### config.mk
export PLATFORM = sky130hd
export DESIGN_NAME = sbb_unit
export DESIGN_NICKNAME = d
export VERILOG_FILES = /design/src/hw/sbb_pkg.sv /design/src/hw/sbb_unit.sv
export SDC_FILE = /design/constraint.sdc
export NUM_CORES = 1
export LEC_CHECK = 0
export BUFFER_PORTS_ARGS = -buffer_cell sky130_fd_sc_hd__buf_2
export CAP_MARGIN = 30
export CELL_PAD_IN_SITES_DETAIL_PLACEMENT = 1
export CELL_PAD_IN_SITES_GLOBAL_PLACEMENT = 2
export CORE_ASPECT_RATIO = 0.6
export CORE_UTILIZATION = 36
export DETAILED_ROUTE_END_ITERATION = 8
export GPL_TIMING_DRIVEN = 0
export PLACE_DENSITY_LB_ADDON = 0.1
export SLEW_MARGIN = 20
export SYNTH_ARGS = -nofsm -noshare
export SYNTH_HDL_FRONTEND = slang
export SYNTH_SLANG_ARGS = --single-unit
### constraint.sdc
create_clock -name i_clk_sys -period 12 [get_ports i_clk_sys]
set_clock_uncertainty 0.1 [all_clocks]
set_input_delay 3 -clock i_clk_sys [delete_from_list [all_inputs] [get_ports i_clk_sys]]
set_output_delay 3 -clock i_clk_sys [all_outputs]
set_load 0.02 [all_outputs]
### src/hw/sbb_pkg.sv
// Summary of operation
// - Signed pull, zero width: arithmetic right shift by offset, sign fill.
// - Unsigned pull, zero width: logical right shift by offset, zero fill.
// - Insert shift, zero width: left shift by offset, zero fill.
// - Circular shift rotates first source right by offset into destination.
// - Register form rotates by second source bits 4-0; bits 9-5 kept zero.
// - Delayed option executes the next instruction whether or not taken.
// - Delay flag 0 suppresses the next instruction when the branch is taken, 1 executes it.
// - Branch if bit zero taken only when the tested bit is zero.
// - Branch if bit one taken only when the tested bit is one.
// - Target is branch address plus sign-extended displacement times four.
// - Add sums first source with second source or zero-extended immediate.
// - Carry-in option adds the stored carry flag into the sum.
// - Carry-out option writes the new carry unless the add overflows; otherwise the flag holds.
// - Both options add the stored carry and update the flag unless the add overflows.
// - Carry select bits: 0 disables, 1 enables carry in and out.
// - Signed 32-bit add overflow raises an integer overflow exception.
// - Zero register destination writes nothing; carry side effects remain.
// - Width zero means 32 bits; offset is a 5-bit position from bit 0.
package sbb_pkg;
    typedef enum logic [3:0] {
        OP_NOP = 4'h0,
        OP_SPULL = 4'h1,
        OP_UPULL = 4'h2,
        OP_INSERT = 4'h3,
        OP_ROT = 4'h4,
        OP_ADD = 4'h5,
        OP_BIT_ZERO = 4'h6,
        OP_BIT_ONE = 4'h7
    } sbb_op_t;

    // Instruction word layout
    typedef struct packed {
        logic [3:0] op;
        logic imm_form;
        logic delay_flag;
        logic [4:0] dest_idx;
        logic [4:0] src1_idx;
        logic [15:0] low;
    } sbb_instr_t;

    typedef struct packed {
        logic valid;
        sbb_instr_t instr;
        logic [31:0] rs1_val;
        logic [31:0] rs2_val;
        logic [31:0] pc;
    } sbb_issue_t;

    typedef struct packed {
        logic valid;
        logic [4:0] idx;
        logic [31:0] data;
        logic ovf;
    } sbb_wb_t;

    typedef struct packed {
        logic valid;
        logic taken;
        logic [31:0] target;
        logic exec_next;
        logic squash_next;
    } sbb_br_t;

    localparam int W_MSB = 9;
    localparam int W_LSB = 5;
    localparam int O_MSB = 4;
    localparam int O_LSB = 0;
    localparam int CIN_BIT = 9;
    localparam int COUT_BIT = 8;
    localparam int SIGN_BIT = 31;
    localparam int DISP_SHIFT = 2;
    localparam int CTRL_CARRY_BIT = 0;
    localparam logic CARRY_RST = 1'b0;
    localparam logic [3:0] ADDR_CTRL = 4'h0;
    localparam logic [3:0] ADDR_OVF_CNT = 4'h4;
    localparam logic [3:0] ADDR_TARGET = 4'h8;
    localparam logic [3:0] ADDR_RESULT = 4'hC;
endpackage

### src/hw/sbb_unit.sv
`timescale 1ns/1ps
module sbb_unit (
    // Clock and reset
    input wire logic i_clk_sys,
    input wire logic i_reset_n,
    // Issue from decoder
    input wire sbb_pkg::sbb_issue_t i_issue,
    // Results
    output sbb_pkg::sbb_wb_t o_wb,
    output sbb_pkg::sbb_br_t o_br,
    output logic o_carry,
    // Avalon-MM slave
    input wire logic [3:0] i_avs_address,
    input wire logic i_avs_read,
    input wire logic i_avs_write,
    input wire logic [31:0] i_avs_writedata,
    input wire logic [3:0] i_avs_byteenable,
    output logic [31:0] o_avs_readdata,
    output logic o_avs_waitrequest
);

    sbb_pkg::sbb_instr_t ins;
    logic [4:0] wid;
    logic [4:0] off;
    logic [31:0] opb;
    logic cin;
    logic cout_en;
    logic [32:0] sum;
    logic ovf;
    logic is_alu;
    logic is_add;
    logic is_br;
    logic tbit;
    logic taken;
    logic [31:0] target;
    logic [31:0] res;
    logic psr_carry_r;
    logic [15:0] ovf_cnt_r;
    logic [31:0] last_tgt_r;
    logic [31:0] last_res_r;
    logic bus_req;
    logic bus_done;

    // Field pull; width zero means the whole word
    function automatic logic [31:0] sbb_pull(
        input logic [31:0] src,
        input logic [4:0] w,
        input logic [4:0] o,
        input logic sgn
    );
        logic [31:0] sh;
        logic [31:0] msk;
        logic top;
        if (sgn) begin
            sh = 32'($signed(src) >>> o);
        end else begin
            sh = src >> o;
        end
        msk = ~(32'hFFFFFFFF << w);
        top = sh[5'(w - 5'h01)];
        if (w == 5'h00) begin
            return sh;
        end
        return (sgn && top) ? (sh | ~msk) : (sh & msk);
    endfunction

    // Field insert; width zero means the whole word
    function automatic logic [31:0] sbb_make(
        input logic [31:0] src,
        input logic [4:0] w,
        input logic [4:0] o
    );
        logic [31:0] msk;
        msk = ~(32'hFFFFFFFF << w);
        if (w == 5'h00) begin
            return src << o;
        end
        return (src & msk) << o;
    endfunction

    // Decode and datapath
    always_comb begin
        ins = i_issue.instr;
        if (ins.imm_form) begin
            wid = ins.low[sbb_pkg::W_MSB:sbb_pkg::W_LSB];
            off = ins.low[sbb_pkg::O_MSB:sbb_pkg::O_LSB];
        end else begin
            wid = i_issue.rs2_val[sbb_pkg::W_MSB:sbb_pkg::W_LSB];
            off = i_issue.rs2_val[sbb_pkg::O_MSB:sbb_pkg::O_LSB];
        end
        opb = ins.imm_form ? 32'(ins.low) : i_issue.rs2_val;
        cin = !ins.imm_form && ins.low[sbb_pkg::CIN_BIT]
            && psr_carry_r;
        cout_en = !ins.imm_form
            && ins.low[sbb_pkg::COUT_BIT];
        sum = {1'b0, i_issue.rs1_val} + {1'b0, opb} + 33'(cin);
        ovf = (i_issue.rs1_val[sbb_pkg::SIGN_BIT] == opb[sbb_pkg::SIGN_BIT])
            && (sum[sbb_pkg::SIGN_BIT]
            != i_issue.rs1_val[sbb_pkg::SIGN_BIT]);
        tbit = i_issue.rs1_val[ins.dest_idx];
        target = i_issue.pc
            + (32'(signed'(ins.low)) << sbb_pkg::DISP_SHIFT);
        is_alu = 1'b1;
        is_add = 1'b0;
        is_br = 1'b0;
        taken = 1'b0;
        res = '0;
        unique case (sbb_pkg::sbb_op_t'(ins.op))
            sbb_pkg::OP_SPULL: begin
                res = sbb_pull(i_issue.rs1_val, wid, off, 1'b1);
            end
            sbb_pkg::OP_UPULL: begin
                res = sbb_pull(i_issue.rs1_val, wid, off, 1'b0);
            end
            sbb_pkg::OP_INSERT: begin
                res = sbb_make(i_issue.rs1_val, wid, off);
            end
            sbb_pkg::OP_ROT: begin
                res = 32'({i_issue.rs1_val, i_issue.rs1_val} >> off);
            end
            sbb_pkg::OP_ADD: begin
                res = sum[31:0];
                is_add = 1'b1;
            end
            sbb_pkg::OP_BIT_ZERO: begin
                is_alu = 1'b0;
                is_br = 1'b1;
                taken = !tbit;
            end
            sbb_pkg::OP_BIT_ONE: begin
                is_alu = 1'b0;
                is_br = 1'b1;
                taken = tbit;
            end
            default: begin
                is_alu = 1'b0;
            end
        endcase
    end

    // Write-back; an overflowing add writes nothing
    always_ff @(posedge i_clk_sys) begin
        if (!i_reset_n) begin
            o_wb <= '0;
        end else begin
            o_wb.valid <= i_issue.valid && is_alu && !(is_add && ovf)
                && (ins.dest_idx != 5'h00);
            o_wb.idx <= ins.dest_idx;
            o_wb.data <= res;
            o_wb.ovf <= i_issue.valid && is_add && ovf;
        end
    end

    // Branch outcome to the fetch sequencer
    always_ff @(posedge i_clk_sys) begin
        if (!i_reset_n) begin
            o_br <= '0;
        end else begin
            o_br.valid <= i_issue.valid && is_br;
            o_br.taken <= i_issue.valid && is_br && taken;
            o_br.target <= target;
            o_br.exec_next <= i_issue.valid && is_br
                && ins.delay_flag;
            o_br.squash_next <= i_issue.valid && is_br && taken
                && !ins.delay_flag;
        end
    end

    // Carry flag of the processor state; an add beats a bus write
    always_ff @(posedge i_clk_sys) begin
        if (!i_reset_n) begin
            psr_carry_r <= sbb_pkg::CARRY_RST;
        end else if (i_issue.valid && is_add && cout_en && !ovf) begin
            psr_carry_r <= sum[32];
        end else if (bus_done && i_avs_write
            && i_avs_address == sbb_pkg::ADDR_CTRL && i_avs_byteenable[0]) begin
            psr_carry_r <= i_avs_writedata[sbb_pkg::CTRL_CARRY_BIT];
        end
    end

    assign o_carry = psr_carry_r;

    // Observation registers: overflow counter, last taken target, last written result
    always_ff @(posedge i_clk_sys) begin
        if (!i_reset_n) begin
            ovf_cnt_r <= '0;
            last_tgt_r <= '0;
            last_res_r <= '0;
        end else begin
            if (o_wb.ovf) begin
                ovf_cnt_r <= ovf_cnt_r + 16'h0001;
            end
            if (o_br.taken) begin
                last_tgt_r <= o_br.target;
            end
            if (o_wb.valid) begin
                last_res_r <= o_wb.data;
            end
        end
    end

    // Avalon slave: answer on the second edge of a request
    assign bus_req = i_avs_read || i_avs_write;
    assign bus_done = bus_req && !o_avs_waitrequest;

    always_ff @(posedge i_clk_sys) begin
        if (!i_reset_n) begin
            o_avs_waitrequest <= 1'b1;
        end else begin
            o_avs_waitrequest <= !(bus_req && o_avs_waitrequest);
        end
    end

    always_ff @(posedge i_clk_sys) begin
        if (!i_reset_n) begin
            o_avs_readdata <= '0;
        end else if (i_avs_read && o_avs_waitrequest) begin
            unique case (i_avs_address)
                sbb_pkg::ADDR_CTRL: o_avs_readdata <= 32'(psr_carry_r);
                sbb_pkg::ADDR_OVF_CNT: o_avs_readdata <= 32'(ovf_cnt_r);
                sbb_pkg::ADDR_TARGET: o_avs_readdata <= last_tgt_r;
                sbb_pkg::ADDR_RESULT: o_avs_readdata <= last_res_r;
                default: o_avs_readdata <= '0;
            endcase
        end
    end

    // Assertion helpers: the issue of the previous cycle
    sbb_pkg::sbb_issue_t iq;
    logic [4:0] iq_off;
    logic carry_q;
    always_ff @(posedge i_clk_sys) begin
        if (!i_reset_n) begin
            iq <= '0;
            iq_off <= '0;
            carry_q <= 1'b0;
        end else begin
            iq <= i_issue;
            iq_off <= off;
            carry_q <= psr_carry_r;
        end
    end

    a_shift_arith:
    assert property (@(posedge i_clk_sys) disable iff (!i_reset_n)
        iq.valid && iq.instr.op == sbb_pkg::OP_SPULL && iq.instr.imm_form
        && iq.instr.low[sbb_pkg::W_MSB:sbb_pkg::W_LSB] == 5'h00
        |-> o_wb.data == 32'($signed(iq.rs1_val) >>> iq.instr.low[4:0]))
        else $error("arithmetic shift result wrong");

    a_shift_logic:
    assert property (@(posedge i_clk_sys) disable iff (!i_reset_n)
        iq.valid && iq.instr.op == sbb_pkg::OP_UPULL && !iq.instr.imm_form
        && iq.rs2_val[9:5] == 5'h00
        |-> o_wb.data == (iq.rs1_val >> iq.rs2_val[4:0]))
        else $error("logical shift result wrong");

    a_shift_left:
    assert property (@(posedge i_clk_sys) disable iff (!i_reset_n)
        iq.valid && iq.instr.op == sbb_pkg::OP_INSERT && iq.instr.imm_form
        && iq.instr.low[9:5] == 5'h00
        |-> o_wb.data == (iq.rs1_val << iq.instr.low[4:0]))
        else $error("left shift result wrong");

    a_rotate_right:
    assert property (@(posedge i_clk_sys) disable iff (!i_reset_n)
        iq.valid && iq.instr.op == sbb_pkg::OP_ROT
        |-> o_wb.data == ((iq.rs1_val >> iq_off)
        | (iq.rs1_val << (6'd32 - 6'(iq_off)))))
        else $error("rotate result wrong");

    a_rot_amount:
    assert property (@(posedge i_clk_sys) disable iff (!i_reset_n)
        iq.valid && iq.instr.op == sbb_pkg::OP_ROT && !iq.instr.imm_form
        |-> iq_off == iq.rs2_val[4:0])
        else $error("rotate amount not from low five bits");

    a_delay_slot:
    assert property (@(posedge i_clk_sys) disable iff (!i_reset_n)
        o_br.valid |-> o_br.exec_next == $past(i_issue.instr.delay_flag)
        && (o_br.squash_next == (o_br.taken && !o_br.exec_next)))
        else $error("delay slot decode wrong");

    a_bit_zero:
    assert property (@(posedge i_clk_sys) disable iff (!i_reset_n)
        iq.valid && iq.instr.op == sbb_pkg::OP_BIT_ZERO
        |-> o_br.valid && o_br.taken == !iq.rs1_val[iq.instr.dest_idx])
        else $error("bit zero branch decision wrong");

    a_bit_one:
    assert property (@(posedge i_clk_sys) disable iff (!i_reset_n)
        iq.valid && iq.instr.op == sbb_pkg::OP_BIT_ONE
        |-> o_br.taken == iq.rs1_val[iq.instr.dest_idx])
        else $error("bit one branch decision wrong");

    a_branch_target:
    assert property (@(posedge i_clk_sys) disable iff (!i_reset_n)
        o_br.valid |-> o_br.target == iq.pc
        + {{14{iq.instr.low[15]}}, iq.instr.low, 2'b00})
        else $error("branch target wrong");

    a_add_sum:
    assert property (@(posedge i_clk_sys) disable iff (!i_reset_n)
        iq.valid && iq.instr.op == sbb_pkg::OP_ADD && !iq.instr.imm_form
        |-> o_wb.data == iq.rs1_val + iq.rs2_val
        + 32'(iq.instr.low[9] && carry_q))
        else $error("add sum wrong");

    a_carry_hold:
    assert property (@(posedge i_clk_sys) disable iff (!i_reset_n)
        i_issue.valid && is_add && !cout_en && !(bus_done && i_avs_write)
        |=> psr_carry_r == $past(psr_carry_r))
        else $error("carry changed without carry out");

    a_overflow:
    assert property (@(posedge i_clk_sys) disable iff (!i_reset_n)
        o_wb.ovf |-> !o_wb.valid
        && iq.rs1_val[sbb_pkg::SIGN_BIT] != o_wb.data[sbb_pkg::SIGN_BIT])
        else $error("overflow flagged wrongly");

    a_ovf_raise:
    assert property (@(posedge i_clk_sys) disable iff (!i_reset_n)
        iq.valid && iq.instr.op == sbb_pkg::OP_ADD && !iq.instr.imm_form
        && iq.rs1_val[sbb_pkg::SIGN_BIT] == iq.rs2_val[sbb_pkg::SIGN_BIT]
        && o_wb.data[sbb_pkg::SIGN_BIT] != iq.rs1_val[sbb_pkg::SIGN_BIT]
        |-> o_wb.ovf && !o_wb.valid)
        else $error("overflow not raised");

    a_carry_load:
    assert property (@(posedge i_clk_sys) disable iff (!i_reset_n)
        iq.valid && iq.instr.op == sbb_pkg::OP_ADD && !iq.instr.imm_form
        && iq.instr.low[sbb_pkg::COUT_BIT] && !o_wb.ovf
        |-> {o_carry, o_wb.data} == {1'b0, iq.rs1_val} + {1'b0, iq.rs2_val}
        + 33'(iq.instr.low[sbb_pkg::CIN_BIT] && carry_q))
        else $error("carry out not stored");

    a_zero_dest:
    assert property (@(posedge i_clk_sys) disable iff (!i_reset_n)
        o_wb.valid |-> o_wb.idx != 5'h00)
        else $error("zero register written");

    a_bus_answer:
    assert property (@(posedge i_clk_sys) disable iff (!i_reset_n)
        bus_req && o_avs_waitrequest |=> !o_avs_waitrequest ##1
        o_avs_waitrequest)
        else $error("bus answer timing wrong");

endmodule // sbb_unit

Word-level counts from Yosys, hierarchy flattened
Cells that the tools add are included.
- add/sub/neg operators: 5
- magnitude comparators: 2
- equality and inequality tests: 12
- shift-type cells: 6
- mux-type cells: 28
- bitwise operators: 6
- reductions and logical operators: 36
- operator list (cell ; number):
    $mux 32 ; 10
    $pmux 32 s5 ; 1
    $pmux 32 s4 ; 1
    $and 32x32->32 ; 3
    $not 32->32 ; 2
    $shl 32x5->32 ; 2
    $shr 64x5->32 ; 1
    $add 32x32->33 ; 1
    $add 33x1->33 ; 1
    $add 32x32->32 ; 1
    $or 32x32->32 ; 1
    $shl 32x5->32 const A ; 1
    $shr 32x5->32 ; 1
    $sshr 32x5->32 ; 1
    $logic_and 1x1->1 ; 22
    $eq 4x3->1 const B ; 5
    $add 16x1->16 const B ; 1
    $lt 5x6->1 const B ; 2
    $mux 1 ; 11
    $bmux 1 s5 ; 2
    $mux 5 ; 2
    $eq 4x2->1 const B ; 2
    $eq 4x4->1 const B ; 2
    $logic_not 1->1 ; 7
    12 further kinds ; 12
- bits in registers: 189
- input port bits: 173
- output and inout bits: 109
- word-level logic and storage cells: 110

Depth between registers and ports, before layout
- depth after elaboration: 10
- depth in mapped cells: 21
- depth with buffers taken out: 15

Worst setup path before layout
No wires, ideal clock.
- path type: input port to flip-flop
- start: input i_issue[123] (netlist bit)
- end: register psr_carry_r (netlist: o_carry)
- arrival: 8010 ps
- data required time: 11775 ps
- setup slack: 3765 ps
- stages on the path: 21
- cells stage by stage: buf_6 buf_6 mux2i_2 inv_1 clkbuf_1 buf_1 clkbuf_1 clkbuf_1 clkbuf_1 ha_1 o21ai_0 a211oi_1 o41a_1 o31ai_1 a21oi_1 a2111oi_2 o21ai_0 a221oi_1 xnor2_1 nor2_1 o41a_1
- cells in the longest elaborated chain, start to end: 9
- elaborated cells between the ends (all ways): 15
- those cells by class: 2 x add/sub; 2 x eq/ne; 2 x mux; 9 x reduce/logical
- RTL lines (item ; RTL line ; text):
    from (decl) ; sbb_unit.sv:7 ; input wire sbb_pkg::sbb_issue_t i_issue,
    parallel branches: the longest is 9 deep, another holds $add 32x32->33 ; n/a ;
    to (signal assigned) ; sbb_unit.sv:172 ; psr_carry_r <= sbb_pkg::CARRY_RST;
    to (signal assigned) ; sbb_unit.sv:174 ; psr_carry_r <= sum[32];
    to (signal assigned) ; sbb_unit.sv:177 ; psr_carry_r <= i_avs_writedata[sbb_pkg::CTRL_CARRY_BIT];
    to (decl) ; sbb_unit.sv:37 ; logic psr_carry_r;
Parallel ways; which one is timed is not known.
A chain may end at the register's enable or synchronous reset.

Worst setup path in the final report
Same ends and word-level chain as after synthesis.

==> run metrics <==
Peak Freq=0.0899 GHz; Max Transition Viols Final=0; die area=0.0460 mm2; Final Cell Area=0.0190 mm2; htree depth=4; CTS resizes=0; complex-gate fraction of the synthesized area=between 20% and 30%; simple-gate share of the synthesized area=between 10% and 20%; fraction of layout cells with a size suffix above 1=18.0%; total negative slack=0 ns; Req. time, crit path=12.24 ns; Worst-Skew Late Latency=0.45 ns; GPL Wtd Cong=1.16; fillers=about 5,500; CTS Hold Buffers Added=0; Pre-antenna DRT Iters=6; DP HPWL=87.5 mm; WS Path Type=input pin to flop; root buf cell=clkbuf_16; detailed router's first-iteration violation count=3,249; port bufs=237; Yosys reg bits=189; main combinational cell family by area after synthesis=compound AO/OA/AOI/OAI gates; post-synth net total=2,314; max_cap viols=0; routed wl met3=between 15 and 20 mm; crit path from=i_issue[123]; library cells used by synthesis=87; Worst Tran Pin Value=around 1.2 ns; Ys Warns=0; RSZ-0062 raised after global routing=false; highest metal used=met5; wire per inst=between 30 and 40 um; commonest cells after routing, fill and taps aside=nor2_1 (304), buf_2 (249), dfxtp_1 (189), nand2_1 (158), a21oi_1 (153); Setup Viol. Count Final=0; Pleak=between 7 and 8 nW; final WL=roughly 110 mm; Placed Area=~0.018 mm2; total setup buffers inserted after CTS=0; vias=a little over 20,000; vias in the first global route=19,600; largest net degree at the start of global routing=17; Final Net Count=2,597; Ports=~280; Placeable Area=0.0439 mm2; Setup crit end kind=flop; Final Hold Vio Count=0; relative slew slack=between 10% and 20%; CTS tree=yes; Post-Synth XOR/XNOR Area=3.02%; worst r2r src=o_carry$_SDFFE_PN0P_; hold_sp=o_avs_readdata[0]$_SDFFE_PN0P_; global-route wire length before repair=148 mm; Post-Synthesis Cells=between 2,000 and 2,500; Worst-path clk slew=0.07 ns; P per Cell Area=about 120 mW/mm2; Max clock buf depth=2; adder-cell share of the synthesized area=5.53%; Final min period=11.13 ns; critical path startpoint category=input pin; Initial Util=37.0%; Post-synth EDFFs=0; VDD IR-drop max=88.1 uV; antenna violations before repair=6; Main synth FF type=dfxtp_1; Total GRT Usage=around 45%; Die W=276 um; Cell Area, Synth=~0.016 mm2; Num CTS Buffers=17; Hold Path Class=flop to flop; Post-route DRC=0; multiplexer share of the synthesized area=around 18%; commonest non-fill, non-tap cell in the layout=nor2_1; ratio of final minimum period to clock period=between 90% and 100%; status=finished, final reports clean; syn_area_per_cell=about 8 um2; met2 wire len=between 30 and 40 mm; share of async-settable or async-resettable flops after synthesis=0%; row count=59; crit path DAT=11.37 ns; # clock sinks=about 190; DIE HEIGHT=167 um; DRT met1 WL=45.4 mm; Syn-to-layout area delta=17.1%; grt ovf=0; Final ANT Viol Nets=0; sequential share of the synthesized area=a little under a quarter; DR vias/cell=6.92; crit-path max FO=10
[layer usage]
metal / GRT usage [%] / vias to the layer above
li1: - / 8301
met1: 61.3 / 10300
met2: 57.8 / 1563
met3: 26.2 / 264
met4: 13.9 / 4
met5: 0 / -
[report_power, final]
part | switching, mW | leakage, nW | total, mW | internal (mW)
clock | 0.270 | 0.279 | 0.590 | 0.320
combinational | 0.722 | 5.86 | 1.01 | 0.286
sequential | 0.0195 | 1.54 | 0.670 | 0.650
total | 1.01 | 7.67 | 2.27 | 1.26
[logic make-up after synthesis]
| group | after synthesis |
|---|---|
| AO/OA/AOI/OAI | 628 |
| XOR/XNOR | 56 |
| multiplexers | 232 |
| flip-flops | 189 |
| AND/OR/NAND/NOR | 715 |
| buffers and inverters | 181 |
| adder cells (fa/ha/maj) | 70 |
[worst paths after layout]
kind / endpoint / cells past startpoint / slack [ns]
setup / recovery: o_carry$_SDFFE_PN0P_ / 21 / 0.87
hold reg to reg: o_avs_readdata[0]$_SDFFE_PN0P_ / 2 / 0.37
setup reg to reg: o_carry$_SDFFE_PN0P_ / 13 / 6.93
hold / removal: o_avs_readdata[0]$_SDFFE_PN0P_ / 2 / 0.37
[cells in the mapped netlist (19+ instances only)]
| library cell | n | area, um2 |
|---|---|---|
| inv_1 | 32 | 120 |
| nand2_1 | 158 | 593 |
| o21ai_0 | 112 | 561 |
| nor2_1 | 304 | 1140 |
| o21a_1 | 23 | 173 |
| nand3_1 | 41 | 205 |
| nand2b_1 | 23 | 144 |
| and2_1 | 19 | 119 |
| xor2_1 | 30 | 263 |
| dfxtp_1 | 189 | 3780 |
| a211oi_1 | 26 | 195 |
| mux4_2 | 42 | 946 |
| a22oi_1 | 21 | 158 |
| ha_1 | 67 | 838 |
| xnor2_1 | 26 | 228 |
| nor3_1 | 62 | 310 |
| a221oi_1 | 31 | 272 |
| nor2b_1 | 29 | 181 |
| mux2i_1 | 149 | 1490 |
| buf_1 | 27 | 101 |
| clkbuf_1 | 102 | 383 |
| a21oi_1 | 153 | 766 |
| mux2_2 | 34 | 383 |
| a21o_1 | 33 | 248 |
| o22ai_1 | 39 | 244 |
| o211ai_1 | 19 | 143 |
| a31oi_1 | 38 | 238 |
[worst max-delay path, cell delays in order]
cell and delay, ns:
buf_6 0.13, buf_6 0.17, mux2i_2 0.38, inv_1 0.39, clkbuf_1 0.58, buf_1 0.44
clkbuf_1 0.49, clkbuf_1 0.67, clkbuf_1 0.81, ha_1 0.42, o21ai_0 0.25, a211oi_1 0.12
o41a_1 0.15, o31ai_1 0.42, a21oi_1 0.30, a2111oi_2 0.97, o21ai_0 0.36, a221oi_1 0.51
xnor2_1 0.21, nor2_1 0.12, o41a_1 0.41
[layout make-up]
cell class / count / area, um2 / area share [%]
Inverter: 38 / 144 / 0.756
Antenna cell: 3 / 7.51 / 0.0395
Tap cell: 579 / 724 / 3.81
Clock inverter: 12 / 135 / 0.710
Clock buffer: 20 / 457 / 2.40
Buffer: 143 / 601 / 3.16
Multi-Input combinational cell: 1701 / 11800 / 62.0
Sequential cell: 189 / 3780 / 19.9
Timing Repair Buffer: 264 / 1380 / 7.24
[registers in the layout, summed over array words and instances (netlist names)]
signal and flops:
last_res_r 32, last_tgt_r 32, o_avs_readdata 32, o_avs_waitrequest 1, o_br 36, o_carry 1, o_wb 39, ovf_cnt_r 16
[through the flow]
step / hold slack (ns) / utilization, % / std cells / worst slack, ns / power (mW)
global route: 0.402 / 43.3 / 2946 / 0.853 / 2.29
floorplan: 0.354 / - / 2071 / 3.76 / 1.18
detailed placement: 0.356 / 41.8 / 2907 / 1.03 / 1.60
finish: 0.371 / 43.3 / 2949 / 0.872 / 2.27
global placement: 0.346 / 41.4 / 2887 / 1.04 / 1.58
CTS: 0.366 / 43.2 / 2939 / 1.50 / 2.18
No activity file was read; power rests on OpenSTA's default activity.
